File: src/arb_pkg.sv
// Shared constants for the PCI system arbiter.
// Assumes one PCI clock domain; all counts are in PCI clocks.
package arb_pkg;
    // Clock period of the PCI clock in ns
    localparam int CLK_PERIOD_NS = 100;
    // Agent ring: four general masters, then the expansion bridge
    localparam int N_AGENTS = 5;
    localparam int N_MASTERS = 4;
    localparam logic [2:0] BRIDGE_IDX = 3'h4;
    localparam logic [2:0] FIRST_IDX = 3'h0;
    // Grant must see a frame within this many PCI clocks
    localparam int GNT_TIMEOUT_CLKS = 16;
    localparam int WAIT_W = 5;
    localparam logic [WAIT_W-1:0] GNT_WAIT_LOAD = WAIT_W'(GNT_TIMEOUT_CLKS);
    localparam logic [WAIT_W-1:0] GNT_WAIT_LAST = 5'h01;
    // Consecutive PCI grants before the host turns high priority
    localparam logic [1:0] PCI_GRANTS_FOR_CPU = 2'h3;
    // Width of the two programmable timers
    localparam int TIMER_W = 8;
    // Reset and parking values
    localparam logic [2:0] TOP_RESET = 3'h0;
    localparam logic [1:0] CNT_RESET = 2'h0;
    localparam logic [31:0] AD_PARK = 32'h0000_0000;
    localparam logic [3:0] CBE_PARK = 4'h0;
    localparam logic PAR_PARK = 1'b0;

    typedef enum logic [1:0] {
        ST_IDLE,
        ST_PCI_GNT,
        ST_PCI_BUSY,
        ST_CPU_GNT
    } arb_state_e;
endpackage

File: src/pci_system_arbiter.sv
// PCI central arbiter: four masters, the expansion bridge and the host.
// Assumes PCI pins arrive asynchronously and are synchronised here;
// host-side inputs come from logic on this clock.
`timescale 1ns/10ps
module pci_system_arbiter
    import arb_pkg::*;
#(
    parameter int TW = arb_pkg::TIMER_W
) (
    // PCI clock, also used by the host side, and reset
    input wire logic clk,
    input wire logic rst_n,
    // Master request/grant pins, active low
    input wire logic [arb_pkg::N_MASTERS-1:0] req_n,
    output logic [arb_pkg::N_MASTERS-1:0] gnt_n,
    // Expansion bridge hold pair, active low
    input wire logic bridge_hold_request_n,
    output logic bridge_hold_ack_n,
    // PCI bus status pins, active low
    input wire logic frame_n,
    input wire logic irdy_n,
    input wire logic lock_n,
    // Host side, same clock
    input wire logic pci_needs_mem,
    input wire logic host_busy,
    output logic host_grant,
    output logic host_high_prio,
    // Timer presets
    input wire logic [TW-1:0] mtt_preset,
    input wire logic [TW-1:0] mlt_preset,
    // Bus parking drivers
    output logic [31:0] ad_o,
    output logic ad_oe,
    output logic [3:0] cbe_n_o,
    output logic cbe_oe,
    output logic par_o,
    output logic par_oe
);
    import arb_pkg::*;

    // Pin synchronisers: first stage feeds second only
    // Bits: 3..0 requests, 4 bridge, 5 frame, 6 irdy, 7 lock
    logic [7:0] pin_s1_r, pin_s2_r;
    always_ff @(posedge clk or negedge rst_n) begin
        if (!rst_n) begin
            pin_s1_r <= 8'hff;
            pin_s2_r <= 8'hff;
        end else begin
            pin_s1_r <= {lock_n, irdy_n, frame_n, bridge_hold_request_n, req_n};
            pin_s2_r <= pin_s1_r;
        end
    end

    logic [N_AGENTS-1:0] req;
    logic frame_act, bus_idle, locked;
    assign req = ~pin_s2_r[4:0];
    assign frame_act = ~pin_s2_r[5];
    assign bus_idle = pin_s2_r[5] & pin_s2_r[6];
    assign locked = ~pin_s2_r[7];

    // Timers
    logic mtt_load, mlt_load, wait_load;
    logic mtt_run, mlt_run;
    logic [WAIT_W-1:0] wait_cnt;

    down_timer #(.W(TW)) u_mtt (
        .clk(clk),
        .rst_n(rst_n),
        .load(mtt_load),
        .preset(mtt_preset),
        .count_r(),
        .running(mtt_run)
    );

    down_timer #(.W(TW)) u_mlt (
        .clk(clk),
        .rst_n(rst_n),
        .load(mlt_load),
        .preset(mlt_preset),
        .count_r(),
        .running(mlt_run)
    );

    down_timer #(.W(WAIT_W)) u_gnt_wait (
        .clk(clk),
        .rst_n(rst_n),
        .load(wait_load),
        .preset(GNT_WAIT_LOAD),
        .count_r(wait_cnt),
        .running()
    );

    // Arbitration state
    arb_state_e state_r, state_nxt;
    logic [2:0] top_r, top_nxt;
    logic [2:0] last_r, last_nxt;
    logic [1:0] cnt_r, cnt_nxt;
    logic cpu_hi_r, cpu_hi_nxt;
    logic [N_MASTERS-1:0] gnt_n_r, gnt_n_nxt;
    logic ack_n_r, ack_n_nxt;
    logic host_r, host_nxt;
    logic park_r, park_nxt;

    // Ring search from the top pointer
    logic [N_AGENTS-1:0] masked;
    logic found;
    logic [2:0] winner;
    logic [2:0] idx;
    always_comb begin
        masked = req;
        // Bridge at the bottom yields to pending masters
        if (top_r == FIRST_IDX && req[N_MASTERS-1:0] != '0) begin
            masked[BRIDGE_IDX] = 1'b0;
        end
        found = 1'b0;
        winner = top_r;
        idx = top_r;
        for (int i = 0; i < N_AGENTS; i++) begin
            if (!found && masked[idx]) begin
                found = 1'b1;
                winner = idx;
            end
            idx = (idx == BRIDGE_IDX) ? FIRST_IDX : idx + 3'h1;
        end
        // Recently granted agent promoted while the window is open
        if (mtt_run && masked[last_r]) begin
            found = 1'b1;
            winner = last_r;
        end
    end

    logic cpu_high;
    assign cpu_high = (cnt_r == PCI_GRANTS_FOR_CPU);

    // Next-state and grant decisions
    always_comb begin
        state_nxt = state_r;
        top_nxt = top_r;
        last_nxt = last_r;
        cnt_nxt = cnt_r;
        cpu_hi_nxt = cpu_hi_r;
        gnt_n_nxt = gnt_n_r;
        ack_n_nxt = ack_n_r;
        host_nxt = host_r;
        mtt_load = 1'b0;
        mlt_load = 1'b0;
        wait_load = 1'b0;
        case (state_r)
            ST_IDLE: begin
                if (bus_idle && cpu_high) begin
                    host_nxt = 1'b1;
                    cpu_hi_nxt = 1'b1;
                    mlt_load = 1'b1;
                    cnt_nxt = CNT_RESET;
                    state_nxt = ST_CPU_GNT;
                end else if (bus_idle && found) begin
                    // One grant only, chosen from the ring
                    gnt_n_nxt = '1;
                    if (winner == BRIDGE_IDX) begin
                        ack_n_nxt = 1'b0;
                    end else begin
                        gnt_n_nxt[winner[1:0]] = 1'b0;
                    end
                    // Collapse grants inside the window into one
                    if (winner != last_r && !mtt_run && cnt_r != PCI_GRANTS_FOR_CPU) begin
                        cnt_nxt = cnt_r + 2'h1;
                    end
                    last_nxt = winner;
                    top_nxt = (winner == BRIDGE_IDX) ? FIRST_IDX : winner + 3'h1;
                    mtt_load = 1'b1;
                    wait_load = 1'b1;
                    state_nxt = ST_PCI_GNT;
                end else if (bus_idle && !pci_needs_mem && !locked) begin
                    host_nxt = 1'b1;
                    cpu_hi_nxt = 1'b0;
                    cnt_nxt = CNT_RESET;
                    state_nxt = ST_CPU_GNT;
                end
            end
            ST_PCI_GNT: begin
                // Release on frame, or when the wait runs out
                if (frame_act) begin
                    gnt_n_nxt = '1;
                    ack_n_nxt = 1'b1;
                    state_nxt = ST_PCI_BUSY;
                end else if (wait_cnt == GNT_WAIT_LAST) begin
                    gnt_n_nxt = '1;
                    ack_n_nxt = 1'b1;
                    state_nxt = ST_IDLE;
                end
            end
            ST_PCI_BUSY: begin
                if (bus_idle) begin
                    state_nxt = ST_IDLE;
                end
            end
            ST_CPU_GNT: begin
                // High priority host is held until the latency timer ends
                if (!host_busy && req != '0 && !(cpu_hi_r && mlt_run)) begin
                    host_nxt = 1'b0;
                    cpu_hi_nxt = 1'b0;
                    state_nxt = ST_IDLE;
                end
            end
            default: begin
                state_nxt = ST_IDLE;
                gnt_n_nxt = '1;
                ack_n_nxt = 1'b1;
                host_nxt = 1'b0;
            end
        endcase
        // Park when nobody owns the bus and it is idle
        park_nxt = bus_idle && gnt_n_nxt == '1 && ack_n_nxt && !host_nxt;
    end

    // State registers, cleared without a clock
    always_ff @(posedge clk or negedge rst_n) begin
        if (!rst_n) begin
            state_r <= ST_IDLE;
            top_r <= TOP_RESET;
            last_r <= TOP_RESET;
            cnt_r <= CNT_RESET;
            cpu_hi_r <= 1'b0;
            gnt_n_r <= '1;
            ack_n_r <= 1'b1;
            host_r <= 1'b0;
            park_r <= 1'b1;
        end else begin
            state_r <= state_nxt;
            top_r <= top_nxt;
            last_r <= last_nxt;
            cnt_r <= cnt_nxt;
            cpu_hi_r <= cpu_hi_nxt;
            gnt_n_r <= gnt_n_nxt;
            ack_n_r <= ack_n_nxt;
            host_r <= host_nxt;
            park_r <= park_nxt;
        end
    end

    // Outputs straight from flip-flops; parked values are constant zero
    assign gnt_n = gnt_n_r;
    assign bridge_hold_ack_n = ack_n_r;
    assign host_grant = host_r;
    assign host_high_prio = cpu_hi_r;
    assign ad_o = AD_PARK;
    assign cbe_n_o = CBE_PARK;
    assign par_o = PAR_PARK;
    assign ad_oe = park_r;
    assign cbe_oe = park_r;
    assign par_oe = park_r;
endmodule

File: src/down_timer.sv
// Loadable down counter that stops at zero.
// Assumes load comes from logic on the same clock.
`timescale 1ns/10ps
module down_timer #(
    parameter int W = 8
) (
    // Clock and reset
    input wire logic clk,
    input wire logic rst_n,
    // Control
    input wire logic load,
    input wire logic [W-1:0] preset,
    // State
    output logic [W-1:0] count_r,
    output logic running
);
    logic [W-1:0] count_nxt;

    // Load wins, otherwise count down to zero
    always_comb begin
        count_nxt = count_r;
        if (load) begin
            count_nxt = preset;
        end else if (count_r != '0) begin
            count_nxt = count_r - W'(1);
        end
    end

    // Register with asynchronous clear
    always_ff @(posedge clk or negedge rst_n) begin
        if (!rst_n) begin
            count_r <= '0;
        end else begin
            count_r <= count_nxt;
        end
    end

    assign running = (count_r != '0);
endmodule

File: config.mk
export PLATFORM = sky130hd
export DESIGN_NAME = pci_system_arbiter
export DESIGN_NICKNAME = d
export VERILOG_FILES = /design/src/arb_pkg.sv /design/src/pci_system_arbiter.sv /design/src/down_timer.sv
export SDC_FILE = /design/constraint.sdc
export NUM_CORES = 1
export LEC_CHECK = 0
export BUFFER_PORTS_ARGS = -buffer_cell sky130_fd_sc_hd__buf_2
export CORE_ASPECT_RATIO = 1.5
export CORE_MARGIN = 10
export CORE_UTILIZATION = 51
export CTS_CLUSTER_SIZE = 40
export DETAILED_ROUTE_END_ITERATION = 10
export GPL_ROUTABILITY_DRIVEN = 1
export GPL_TIMING_DRIVEN = 0
export PLACE_DENSITY = 0.86
export SKIP_LAST_GASP = 1
export SYNTH_ARGS = -nofsm -noshare
export SYNTH_HDL_FRONTEND = slang
export SYNTH_SLANG_ARGS = --single-unit
File: constraint.sdc
create_clock -name clk -period 5.3 [get_ports clk]
set_input_delay 0.795 -clock clk [delete_from_list [all_inputs] [get_ports clk]]
set_output_delay 0.795 -clock clk [all_outputs]
set_load 0.02 [all_outputs]
### Yosys cells after proc, flatten, opt, wreduce, memory -nomap -nowiden

Index checks and enable logic that the tools add are counted.

| operators by class | value |
|---|---|
| $lt $le $gt $ge | 8 |
| reduce and logical (&&, ||, !) cells | 44 |
| add/subtract/negate cells | 9 |
| eq/ne operators | 20 |
| muxes and demuxes | 76 |
| bitwise logic cells | 4 |

Operators with widths:

| kind | number |
|---|---|
| two-way mux 1 bit | 32 |
| two-way mux 8 bit | 4 |
| two-way mux 3 bit | 10 |
| < comparator 3 x 4 -> 1 bit (second input constant) | 6 |
| two-way mux 2 bit | 11 |
| two-way mux 4 bit | 5 |
| logical AND 1 bit | 19 |
| binary-select mux 1 bit (select 3 bit) | 6 |
| nonzero test 8 bit | 2 |
| subtractor 8 x 1 -> 8 bit (second input constant) | 2 |
| adder 3 x 1 -> 3 bit (second input constant) | 5 |
| equality test 3 bit (second input constant) | 5 |
| two-way mux 5 bit | 2 |
| nonzero test 5 bit | 2 |
| logical NOT 1 bit | 9 |
| != test 3 bit (second input constant) | 3 |
| case mux 2 bit (4 select lines) | 1 |
| case mux 4 bit (2 select lines) | 1 |
| AND reduction 4 bit | 2 |
| nonzero test 2 bit | 4 |
| equality test 2 bit (second input constant) | 3 |
| != test 2 bit (second input constant) | 3 |
| case mux 1 bit (2 select lines) | 3 |
| AND reduction 3 bit | 2 |
| other kinds (19) | 19 |

| word-level totals | value |
|---|---|
| output and inout port bits | 47 |
| bits in registers | 55 |
| bits of input ports | 28 |

### Depth between registers and ports, before layout

Gate-level depths: netlist (run 1).

| depth | value |
|---|---|
| depth in word-level cells | 33 |
| mapped depth | 25 |

### By module

From an unflattened synthesis (run 1), not the netlist that was laid out.

| unflattened totals | value |
|---|---|
| cell total of the unflattened synthesis | 474 |
| area total of the unflattened synthesis | 4242.8 um^2 |

By module, submodules not included:

| module | seq. area each (um^2) | cells each | times used | area each (um^2) |
|---|---|---|---|---|
| pci_system_arbiter | 878.3 | 337 | 1 | 2981.6 |
| down_timer (u_mlt ...) | 200.2 | 55 | 2 | 490.5 |
| down_timer (u_gnt_wait) | 125.1 | 27 | 1 | 280.3 |

### Worst setup path after synthesis (run 1)

OpenSTA, ideal clock, no wires.

| timing path | value |
|---|---|
| path type | flip-flop to flip-flop |
| start point | reg top_r[0] |
| end point | reg park_r, in the netlist ad_oe |
| arrival | 5.117 ns |
| buffers on the path | 1 |
| setup time | 0.063 ns |
| stages on the path, launching flop included | 23 |
| setup slack | 0.120 ns |
| path through | dfrtp_1 > buf_2 > inv_1 > ha_1 > nand2_1 > nand2_1 > ha_1 > o21ai_1 > a22o_1 > inv_1 > ha_1 > inv_1 > a2111oi_1 > a2111oi_0 > o211a_2 > o211a_2 > o311ai_4 > a21boi_0 > inv_1 > ha_1 > a2bb2oi_1 > a221o_1 > and4b_1 |

| between the ends | value |
|---|---|
| cells in the longest elaborated chain, start to end | 32 |
| elaborated cells between the ends (all ways) | 71 |
| those cells by class | add/sub: 4; order compare: 2; eq/ne: 6; mux: 41; bitwise: 1; reduce/logical: 17 |

Ends and longest elaborated chain:

| item | line | source |
|---|---|---|
| start: declaration | pci_system_arbiter.sv:95 | `logic [2:0] top_r, top_nxt;` |
| start signal: assignment | pci_system_arbiter.sv:230 | `top_r <= top_nxt;` |
| branches (longest 18 deep; another with adder 3 x 1 -> 3 bit) | -- |  |
| two-way mux 3 bit * | pci_system_arbiter.sv:126 | `if (mtt_run && masked[last_r]) begin` |
| net winner[1] | pci_system_arbiter.sv:107 | `logic [2:0] winner;` |
| < comparator 2 x 3 -> 1 bit (not written as such) / greater-or-equal comparator 2 x 1 -> 1 bit (equally long branches) | pci_system_arbiter.sv:162 | `gnt_n_nxt[winner[1:0]] = 1'b0;` |
| logical AND 1 bit (not written as such) | pci_system_arbiter.sv:162 |  |
| two-way mux 1 bit (not written as such) | pci_system_arbiter.sv:162 |  |
| demux 1 bit (select 2 bit) | pci_system_arbiter.sv:162 |  |
| NOT 4 bit (no line) | -- |  |
| two-way mux 4 bit | pci_system_arbiter.sv:159 | `if (winner == BRIDGE_IDX) begin` |
| two-way mux 4 bit | pci_system_arbiter.sv:156 | `end else if (bus_idle && found) begin` |
| two-way mux 4 bit | pci_system_arbiter.sv:150 | `if (bus_idle && cpu_high) begin` |
| case mux 4 bit (2 select lines) | pci_system_arbiter.sv:148 | `case (state_r)` |
| equality test 4 bit | pci_system_arbiter.sv:213 | `park_nxt = bus_idle && gnt_n_nxt == '1 && ack_n_nxt && !host_nxt;` |
| logical AND 1 bit | pci_system_arbiter.sv:213 |  |
| logical AND 1 bit * (2 in series) | pci_system_arbiter.sv:213 |  |
| net park_nxt | pci_system_arbiter.sv:102 | `logic park_r, park_nxt;` |
| end signal: assignment | pci_system_arbiter.sv:237 | `park_r <= park_nxt;` |
| end: declaration | pci_system_arbiter.sv:102 |  |

Mark *: on every way through the listed nets, which the timed path passes. The select of a mux whose other input is x is not followed.
A chain may end at the register's enable or synchronous reset.

### Worst setup path after layout (run 1)

Ends and elaborated chain as after synthesis.

==> key figures, run 1 <==
Status
  • Outcome: finished, final reports clean

Die
  • Rows: 39
  • Core footprint: 7660 um2
  • Die Y: ~130 um
  • Initial Utilization: 52.9%
  • Io pins: 75
  • Die width: slightly above 90 um
  • Die area: approximately 12,000 um2

Yosys
  • Largest area contributor in the netlist: dfrtp_1
  • Top-area cell type share of the netlist area: 20.4%
  • Seq/Total Area, Yosys: about 35%
  • Largest cells by area after synthesis: dfrtp_1 (20%), dfstp_2 (14%), buf_4 (7.4%), ha_1 (6.5%), nand2_1 (3.7%)
  • Distinct cell type count after synthesis: 72
  • Post-synth top flop: dfrtp_1
  • Synthesis Warnings: 0
  • Synthesized cell area: 4050 um2
  • Post-synth EDFFs: 0
  • Count of state elements after synthesis: 55
  • Avg Synthesized Cell Area: approximately 9 um2
  • Asr flop ratio synth: 100%
  • Post-Syn Instances: approximately 450

Routing
  • Routed Wire Length: between 10,000 and 15,000 um
  • DRT Pass-1 Iters: 4
  • DR vias/cell: between 5 and 6
  • Iter 0 DRT Violations: 252
  • Via count: ~3,600
  • Residual DRC count: 0
  • Final ANT Viol Nets: 0
  • Routed len/inst: between 15 and 20 um

Critical path
  • Critical path class: flip-flop to flip-flop
  • CP arrival: approximately 5400 ps
  • Critical Path RT: between 5000 and 6000 ps
  • CP Capture Type: flip-flop
  • Reg2Reg Depth: 22
  • R2R Path End: ad_oe$_DFF_PN1_
  • Slack of the worst reg-to-reg path: 160 ps
  • Crit Path Max Fanout: 10
  • Critical Path Start Type: flip-flop
  • FF-to-FF Start: top_r[0]$_DFFE_PN0P_

Power
  • Total net switching power: ~1700 uW
  • Sw frac: 47.9%
  • Combinational Power Share: 68.0%
  • Pwr dens: 734 nW/um2
  • Leak: 0.00217 uW
  • Worst VDD drop: about 600 uV
  • Clk pwr share: 11.6%
  • Register share of total power: 20.4%
  • Internal: 1860 uW

Placement
  • Port Buffers: 37
  • DP Cell Count: 624
  • Pre-CTS WS: -812 ps
  • Post-DP HPWL: between 7000 and 8000 um
  • Gp weighted congestion: 1.01

Final layout
  • Final core occ: 63.4%
  • Final Non-Filler Cells: approximately 640
  • Antenna cells: 0
  • Area grow syn2layout: 19.8%
  • Most frequent cells in the layout: buf_4 (47), buf_2 (42), nand2_1 (37), conb_1 (37), nor2_1 (36)
  • Most common cell after layout, fill and taps aside: buf_4
  • Layout cell share with drive strength beyond 1: ~29%
  • Final nets: approximately 580

STA
  • Fin. max-slew vios: 0
  • Worst Max-Slew Pin Slew: roughly 1200 ps
  • Final setup margin: roughly 160 ps
  • Final-report setup violation count: 0
  • Worst Clk Skew: ~13 ps
  • Fin crit share: a little over nine tenths
  • Minimum clock period after layout: roughly 5100 ps
  • Setup_tns: 0 ps
  • Fin. Hold Viols: 0
  • Max frequency: approximately 0.2 GHz
  • Max-slew headroom: 21.7%

Clock tree
  • Clock root cell: clkbuf_16
  • Clk slew on worst S/H paths: ~70 ps
  • Hold_buf cts: 0
  • TritonCTS clock tree: built
  • Sink Count: 55
  • Cts bufs inserted: 5
  • CTS H-tree depth: 2
  • Max clock buf depth: 2
  • Worst skew pair latency: about 300 ps

Global routing
  • GRT Residual Overflow: 0
  • Pin count of the biggest net entering global routing: 56
  • Global-route wire length before repair: around 17,000 um
  • Vias in the first global route: ~3,700
  • Antenna violations before repair: 0
  • GRT Util Overall: between 10% and 20%

Run
  • Max Cap Violations: 0

Hold path
  • Worst hold endpoint: pin_s2_r[2]$_DFF_PN1_
  • Hold path depth: 0
  • Hold Path Class: flip-flop to flip-flop
  • Hold wc startpoint: pin_s1_r[2]$_DFF_PN1_
logic make-up (layout without fill, tap and decap cells):
family                   count (synthesis)  in the layout  share of synthesized area, %
multiplexers                            17             17                          4.91
flip-flops                              55             55                          34.6
AO/OA/AOI/OAI                          111            111                          21.1
other                                    1             37                        0.0925
AND/OR/NAND/NOR                        153            153                          19.2
adder cells (fa/ha/maj)                 21             21                          6.48
XOR/XNOR                                11             11                          2.38
buffers and inverters                   80            131                          11.3
sequential cells by signal, summed over array words and instances, names as in the netlist, 3 cells and up:
| register | flops |
|---|---|
| gnt_n | 4 |
| last_r | 3 |
| pin_s1_r | 8 |
| pin_s2_r | 8 |
| top_r | 3 |
| u_gnt_wait.count_r | 5 |
| u_mlt.count_r | 8 |
| u_mtt.count_r | 8 |
synth_stat cells, drive strengths merged (6+ instances only):
cell and count:
nor3 20, nand3 12, nor2 36, a21oi 28, xnor2 9, ha 21
inv 29, o21ai 18, and2 7, buf 46, nand2 40, nor2b 6
dfstp 22, dfrtp 33, a211oi 8, o31ai 6, mux2i 12
critical path, cell delays in order (launching register included):
cell and delay (ps):
dfrtp_2 440, buf_4 190, inv_2 110, ha_4 160, nand2_2 100, nand2_2 140
ha_4 180, o21ai_1 90, a22o_2 310, inv_2 130, ha_4 250, a2111oi_4 410
a2111oi_4 70, o21a_1 200, o211a_2 290, o211a_2 320, o311ai_4 330, a21boi_4 250
inv_1 80, ha_1 240, a2bb2oi_1 170, a221o_1 320, and4b_1 290
routing by layer:
layer  global-route usage, %  vias to the layer above  part of all wire [%]
met5                       0                        -                     0
met1                    16.6                     1754                    36
met4                    9.93                        0                   3.4
li1                        -                     1712                     -
met3                    3.29                       27                   6.0
met2                    31.2                      134                    55
worst max-delay path by stage:
| stage | slack (ps) | end | cells past startpoint | start |
|---|---|---|---|---|
| detailed placement | -810 | ad_oe$_DFF_PN1_ | 22 | top_r[0]$_DFFE_PN0P_ |
| global placement | -650 | ad_oe$_DFF_PN1_ | 21 | top_r[0]$_DFFE_PN0P_ |
| CTS | 30 | ad_oe$_DFF_PN1_ | 22 | top_r[0]$_DFFE_PN0P_ |
| global route | -7 | ad_oe$_DFF_PN1_ | 22 | top_r[0]$_DFFE_PN0P_ |
| floorplan | 120 | ad_oe$_DFF_PN1_ | 22 | top_r[0]$_DFFE_PN0P_ |
| finish | 160 | ad_oe$_DFF_PN1_ | 22 | top_r[0]$_DFFE_PN0P_ |
through the flow:
step	hold WS, ps	total power, uW	instance area [um2]
after floorplan	345	2340	4190
after global placement	346	2700	4500
after detailed placement	347	2790	4500
after CTS	357	3370	4770
after global routing	359	3810	4860
final	356	3560	4860
power by group through the flow:
stage	logic, uW	registers, uW	clock network, uW
after floorplan	1620	720	0
after global placement	1990	713	0
after detailed placement	2070	724	0
after CTS	2230	721	422
after global routing	2630	746	435
final	2420	727	414
final cells by class:
cell class | count | area [um2]
plain buffers | 51 | 352
clock buffers | 6 | 129
clock inverters | 2 | 60.1
fillers | 603 | 2810
inverters | 29 | 109
multi-input cells | 350 | 2440
flip-flops and latches | 55 | 1410
well taps | 102 | 128
repair buffers | 43 | 230
timing repair:
item	4_1_cts	5_1_grt
setup buffers	0	6
pin swaps	0	4
setup endpoints to repair	9	4
resized for setup	13	11
Note: power is estimated with default switching activity, not from simulation.
==> run 2, diff against run 1 <==
--- a/config.mk
+++ b/config.mk
@@ -5,7 +5,7 @@
 export SDC_FILE = /design/constraint.sdc
 export NUM_CORES = 1
 export LEC_CHECK = 0
-export BUFFER_PORTS_ARGS = -buffer_cell sky130_fd_sc_hd__buf_2
+export BUFFER_PORTS_ARGS = -buffer_cell sky130_fd_sc_hd__buf_4
 export CORE_ASPECT_RATIO = 1.5
 export CORE_MARGIN = 10
 export CORE_UTILIZATION = 51
==> key figures, run 2 (synthesized netlist as in run 1, its figures left out) <==
Status
  • Outcome: finished, final reports clean

Global routing
  • GRT Util Overall: 16.9% (+0.17 points)
  • Antenna violations before repair: 0 (unchanged)
  • Pin count of the biggest net entering global routing: 56 (unchanged)
  • Vias in the first global route: 3,716 (-0.21%)
  • Global-route wire length before repair: 16,900 um (+0.82%)
  • GRT Residual Overflow: 0 (unchanged)

Clock tree
  • Clk slew on worst S/H paths: 70 ps (about the same)
  • Max clock buf depth: 2 (unchanged)
  • CTS H-tree depth: 2 (unchanged)
  • Clock root cell: clkbuf_16
  • Sink Count: 55 (unchanged)
  • Cts bufs inserted: 5 (unchanged)
  • Hold_buf cts: 0 (unchanged)
  • Worst skew pair latency: 290 ps (about the same)
  • TritonCTS clock tree: built

Die
  • Die Y: 129 um (unchanged)
  • Rows: 39 (unchanged)
  • Initial Utilization: 52.9% (unchanged)
  • Die area: 12,000 um2 (unchanged)
  • Die width: 92.8 um (unchanged)
  • Core footprint: 7660 um2 (unchanged)
  • Io pins: 75 (unchanged)

Critical path
  • CP Capture Type: flip-flop
  • CP arrival: 5380 ps (+30 ps)
  • Reg2Reg Depth: 22 (unchanged)
  • R2R Path End: ad_oe$_DFF_PN1_
  • Crit Path Max Fanout: 10 (unchanged)
  • Setup crit end: ad_oe$_DFF_PN1_
  • Critical Path Start Type: flip-flop
  • Setup crit start: top_r[0]$_DFFE_PN0P_
  • Slack of the worst reg-to-reg path: 140 ps (-20 ps)
  • FF-to-FF Start: top_r[0]$_DFFE_PN0P_
  • Critical Path RT: 5520 ps (about the same)
  • Critical path class: flip-flop to flip-flop

Hold path
  • Hold Path Class: flip-flop to flip-flop

Power
  • Design Power: 3440 uW (-3.5%)
  • Leak: 0.00217 uW (about the same)
  • Worst VDD drop: 417 uV (-31%)
  • Sw frac: 48.4% (+0.50 points)
  • Register share of total power: 21.2% (+0.8 points)
  • Total net switching power: 1660 uW (-2.5%)
  • Internal: 1770 uW (-4.5%)
  • Pwr dens: 706 nW/um2 (-3.8%)
  • Clk pwr share: 9.9% (-1.7 points)
  • Combinational Power Share: 68.9% (+0.9 points)

Routing
  • Routed Wire Length: 10,300 um (-0.87%)
  • Iter 0 DRT Violations: 217 (-14%)
  • Routed len/inst: 16.2 um (-0.40%)
  • Via count: 3,551 (-2.1%)
  • DRT Pass-1 Iters: 5 (+1)
  • DR vias/cell: 5.59 (-1.6%)
  • Residual DRC count: 0 (unchanged)
  • Final ANT Viol Nets: 0 (unchanged)

Placement
  • Post-DP HPWL: 7880 um (+2.4%)
  • DP Cell Count: 624 (unchanged)
  • Gp weighted congestion: 0.940 (-6.6%)
  • Port Buffers: 37 (unchanged)

STA
  • Final-report setup violation count: 0 (unchanged)
  • Fin. max-slew vios: 0 (unchanged)
  • Fin. Hold Viols: 0 (unchanged)
  • Worst Clk Skew: 6.69 ps (-6.80 ps)
  • Max-slew headroom: 37.1% (+15 points)
  • Fin crit share: 97.3% (+0.37 points)
  • Setup_tns: 0 ps (unchanged)
  • Worst Max-Slew Pin Slew: 931 ps (-244 ps)
  • Max frequency: 0.194 GHz (-0.38%)
  • Minimum clock period after layout: 5160 ps (+19.8 ps)

Final layout
  • Most common cell after layout, fill and taps aside: buf_4
  • Final nets: 581 (-0.51%)
  • Fillcell total: 583 (-3.3%)
  • Final Non-Filler Cells: 635 (-0.47%)
  • Area grow syn2layout: 20.2%
  • Layout cell share with drive strength beyond 1: 28.3% (-0.96 points)
  • Area of the multi-input gates: 2420 um2 (-1.1%)
  • Antenna cells: 0 (unchanged)
  • Seq. cell area: 1410 um2 (unchanged)
  • Most frequent cells in the layout: buf_4 (80), nand2_1 (38), conb_1 (37)

Run
  • Max Cap Violations: 0 (unchanged)
[run 2: worst min-delay path by stage]
stage / cells after the start / start / endpoint
2_1_floorplan: 0 / pin_s1_r[0]$_DFF_PN1_ / pin_s2_r[0]$_DFF_PN1_
6_report: 0 / pin_s1_r[5]$_DFF_PN1_ / pin_s2_r[5]$_DFF_PN1_
5_1_grt: 0 / pin_s1_r[0]$_DFF_PN1_ / pin_s2_r[0]$_DFF_PN1_
3_5_place_dp: 0 / pin_s1_r[3]$_DFF_PN1_ / pin_s2_r[3]$_DFF_PN1_
4_1_cts: 0 / pin_s1_r[3]$_DFF_PN1_ / pin_s2_r[3]$_DFF_PN1_
3_3_place_gp: 0 / pin_s1_r[7]$_DFF_PN1_ / pin_s2_r[7]$_DFF_PN1_
[run 2: timing repair]
action / in CTS / in global routing
resized for setup: 13 / 8
setup buffers: 1 / 2
pin swaps: 1 / 1
endpoints found under the setup margin: 10 / 1
[run 2: power groups by stage]
stage / Clock [uW] / Combinational, uW / Sequential (uW)
after global routing: 362 / 2580 / 748
after CTS: 346 / 2270 / 723
after global placement: 0 / 2040 / 716
after detailed placement: 0 / 2100 / 727
after floorplan: 0 / 1620 / 720
final: 341 / 2370 / 728
[run 2: layout make-up]
type | count | area share, %
Multi-Input combinational cell | 350 | 49.6
Sequential cell | 55 | 28.8
Buffer | 51 | 7.30
Timing Repair Buffer | 40 | 6.16
Clock buffer | 8 | 3.21
Tap cell | 102 | 2.62
Inverter | 29 | 2.23
[run 2: through the flow]
stage	util (%)	area, um2	hold WS [ps]	setup slack [ps]
6_report	63.6	4870	356	145
3_5_place_dp	60.0	4590	347	-927
4_1_cts	63.1	4830	357	70.1
5_1_grt	63.6	4870	358	-13.8
2_1_floorplan	-	4190	345	120
3_3_place_gp	60.0	4590	346	-829
[run 2: critical path, stage by stage (launching register included)]
cell,delay [ps]
dfrtp_2,440
buf_6,160
inv_2,100
ha_4,160
nand2_1,110
nand2_2,140
ha_4,200
o21ai_1,110
a22o_2,260
inv_2,110
ha_4,200
inv_1,130
a2111oi_4,460
a2111oi_0,120
o211a_2,310
o211a_2,320
o311ai_4,350
a21boi_4,280
inv_1,80
ha_1,250
a2bb2oi_1,170
a221o_1,340
and4b_1,280
[run 2: metal layers]
| layer | part of all wire (%) | GRT usage, % |
|---|---|---|
| met5 | 0 | 0 |
| met4 | 3.5 | 8.83 |
| met3 | 5.4 | 4.28 |
| met2 | 54 | 31.6 |
| met1 | 37 | 16.6 |
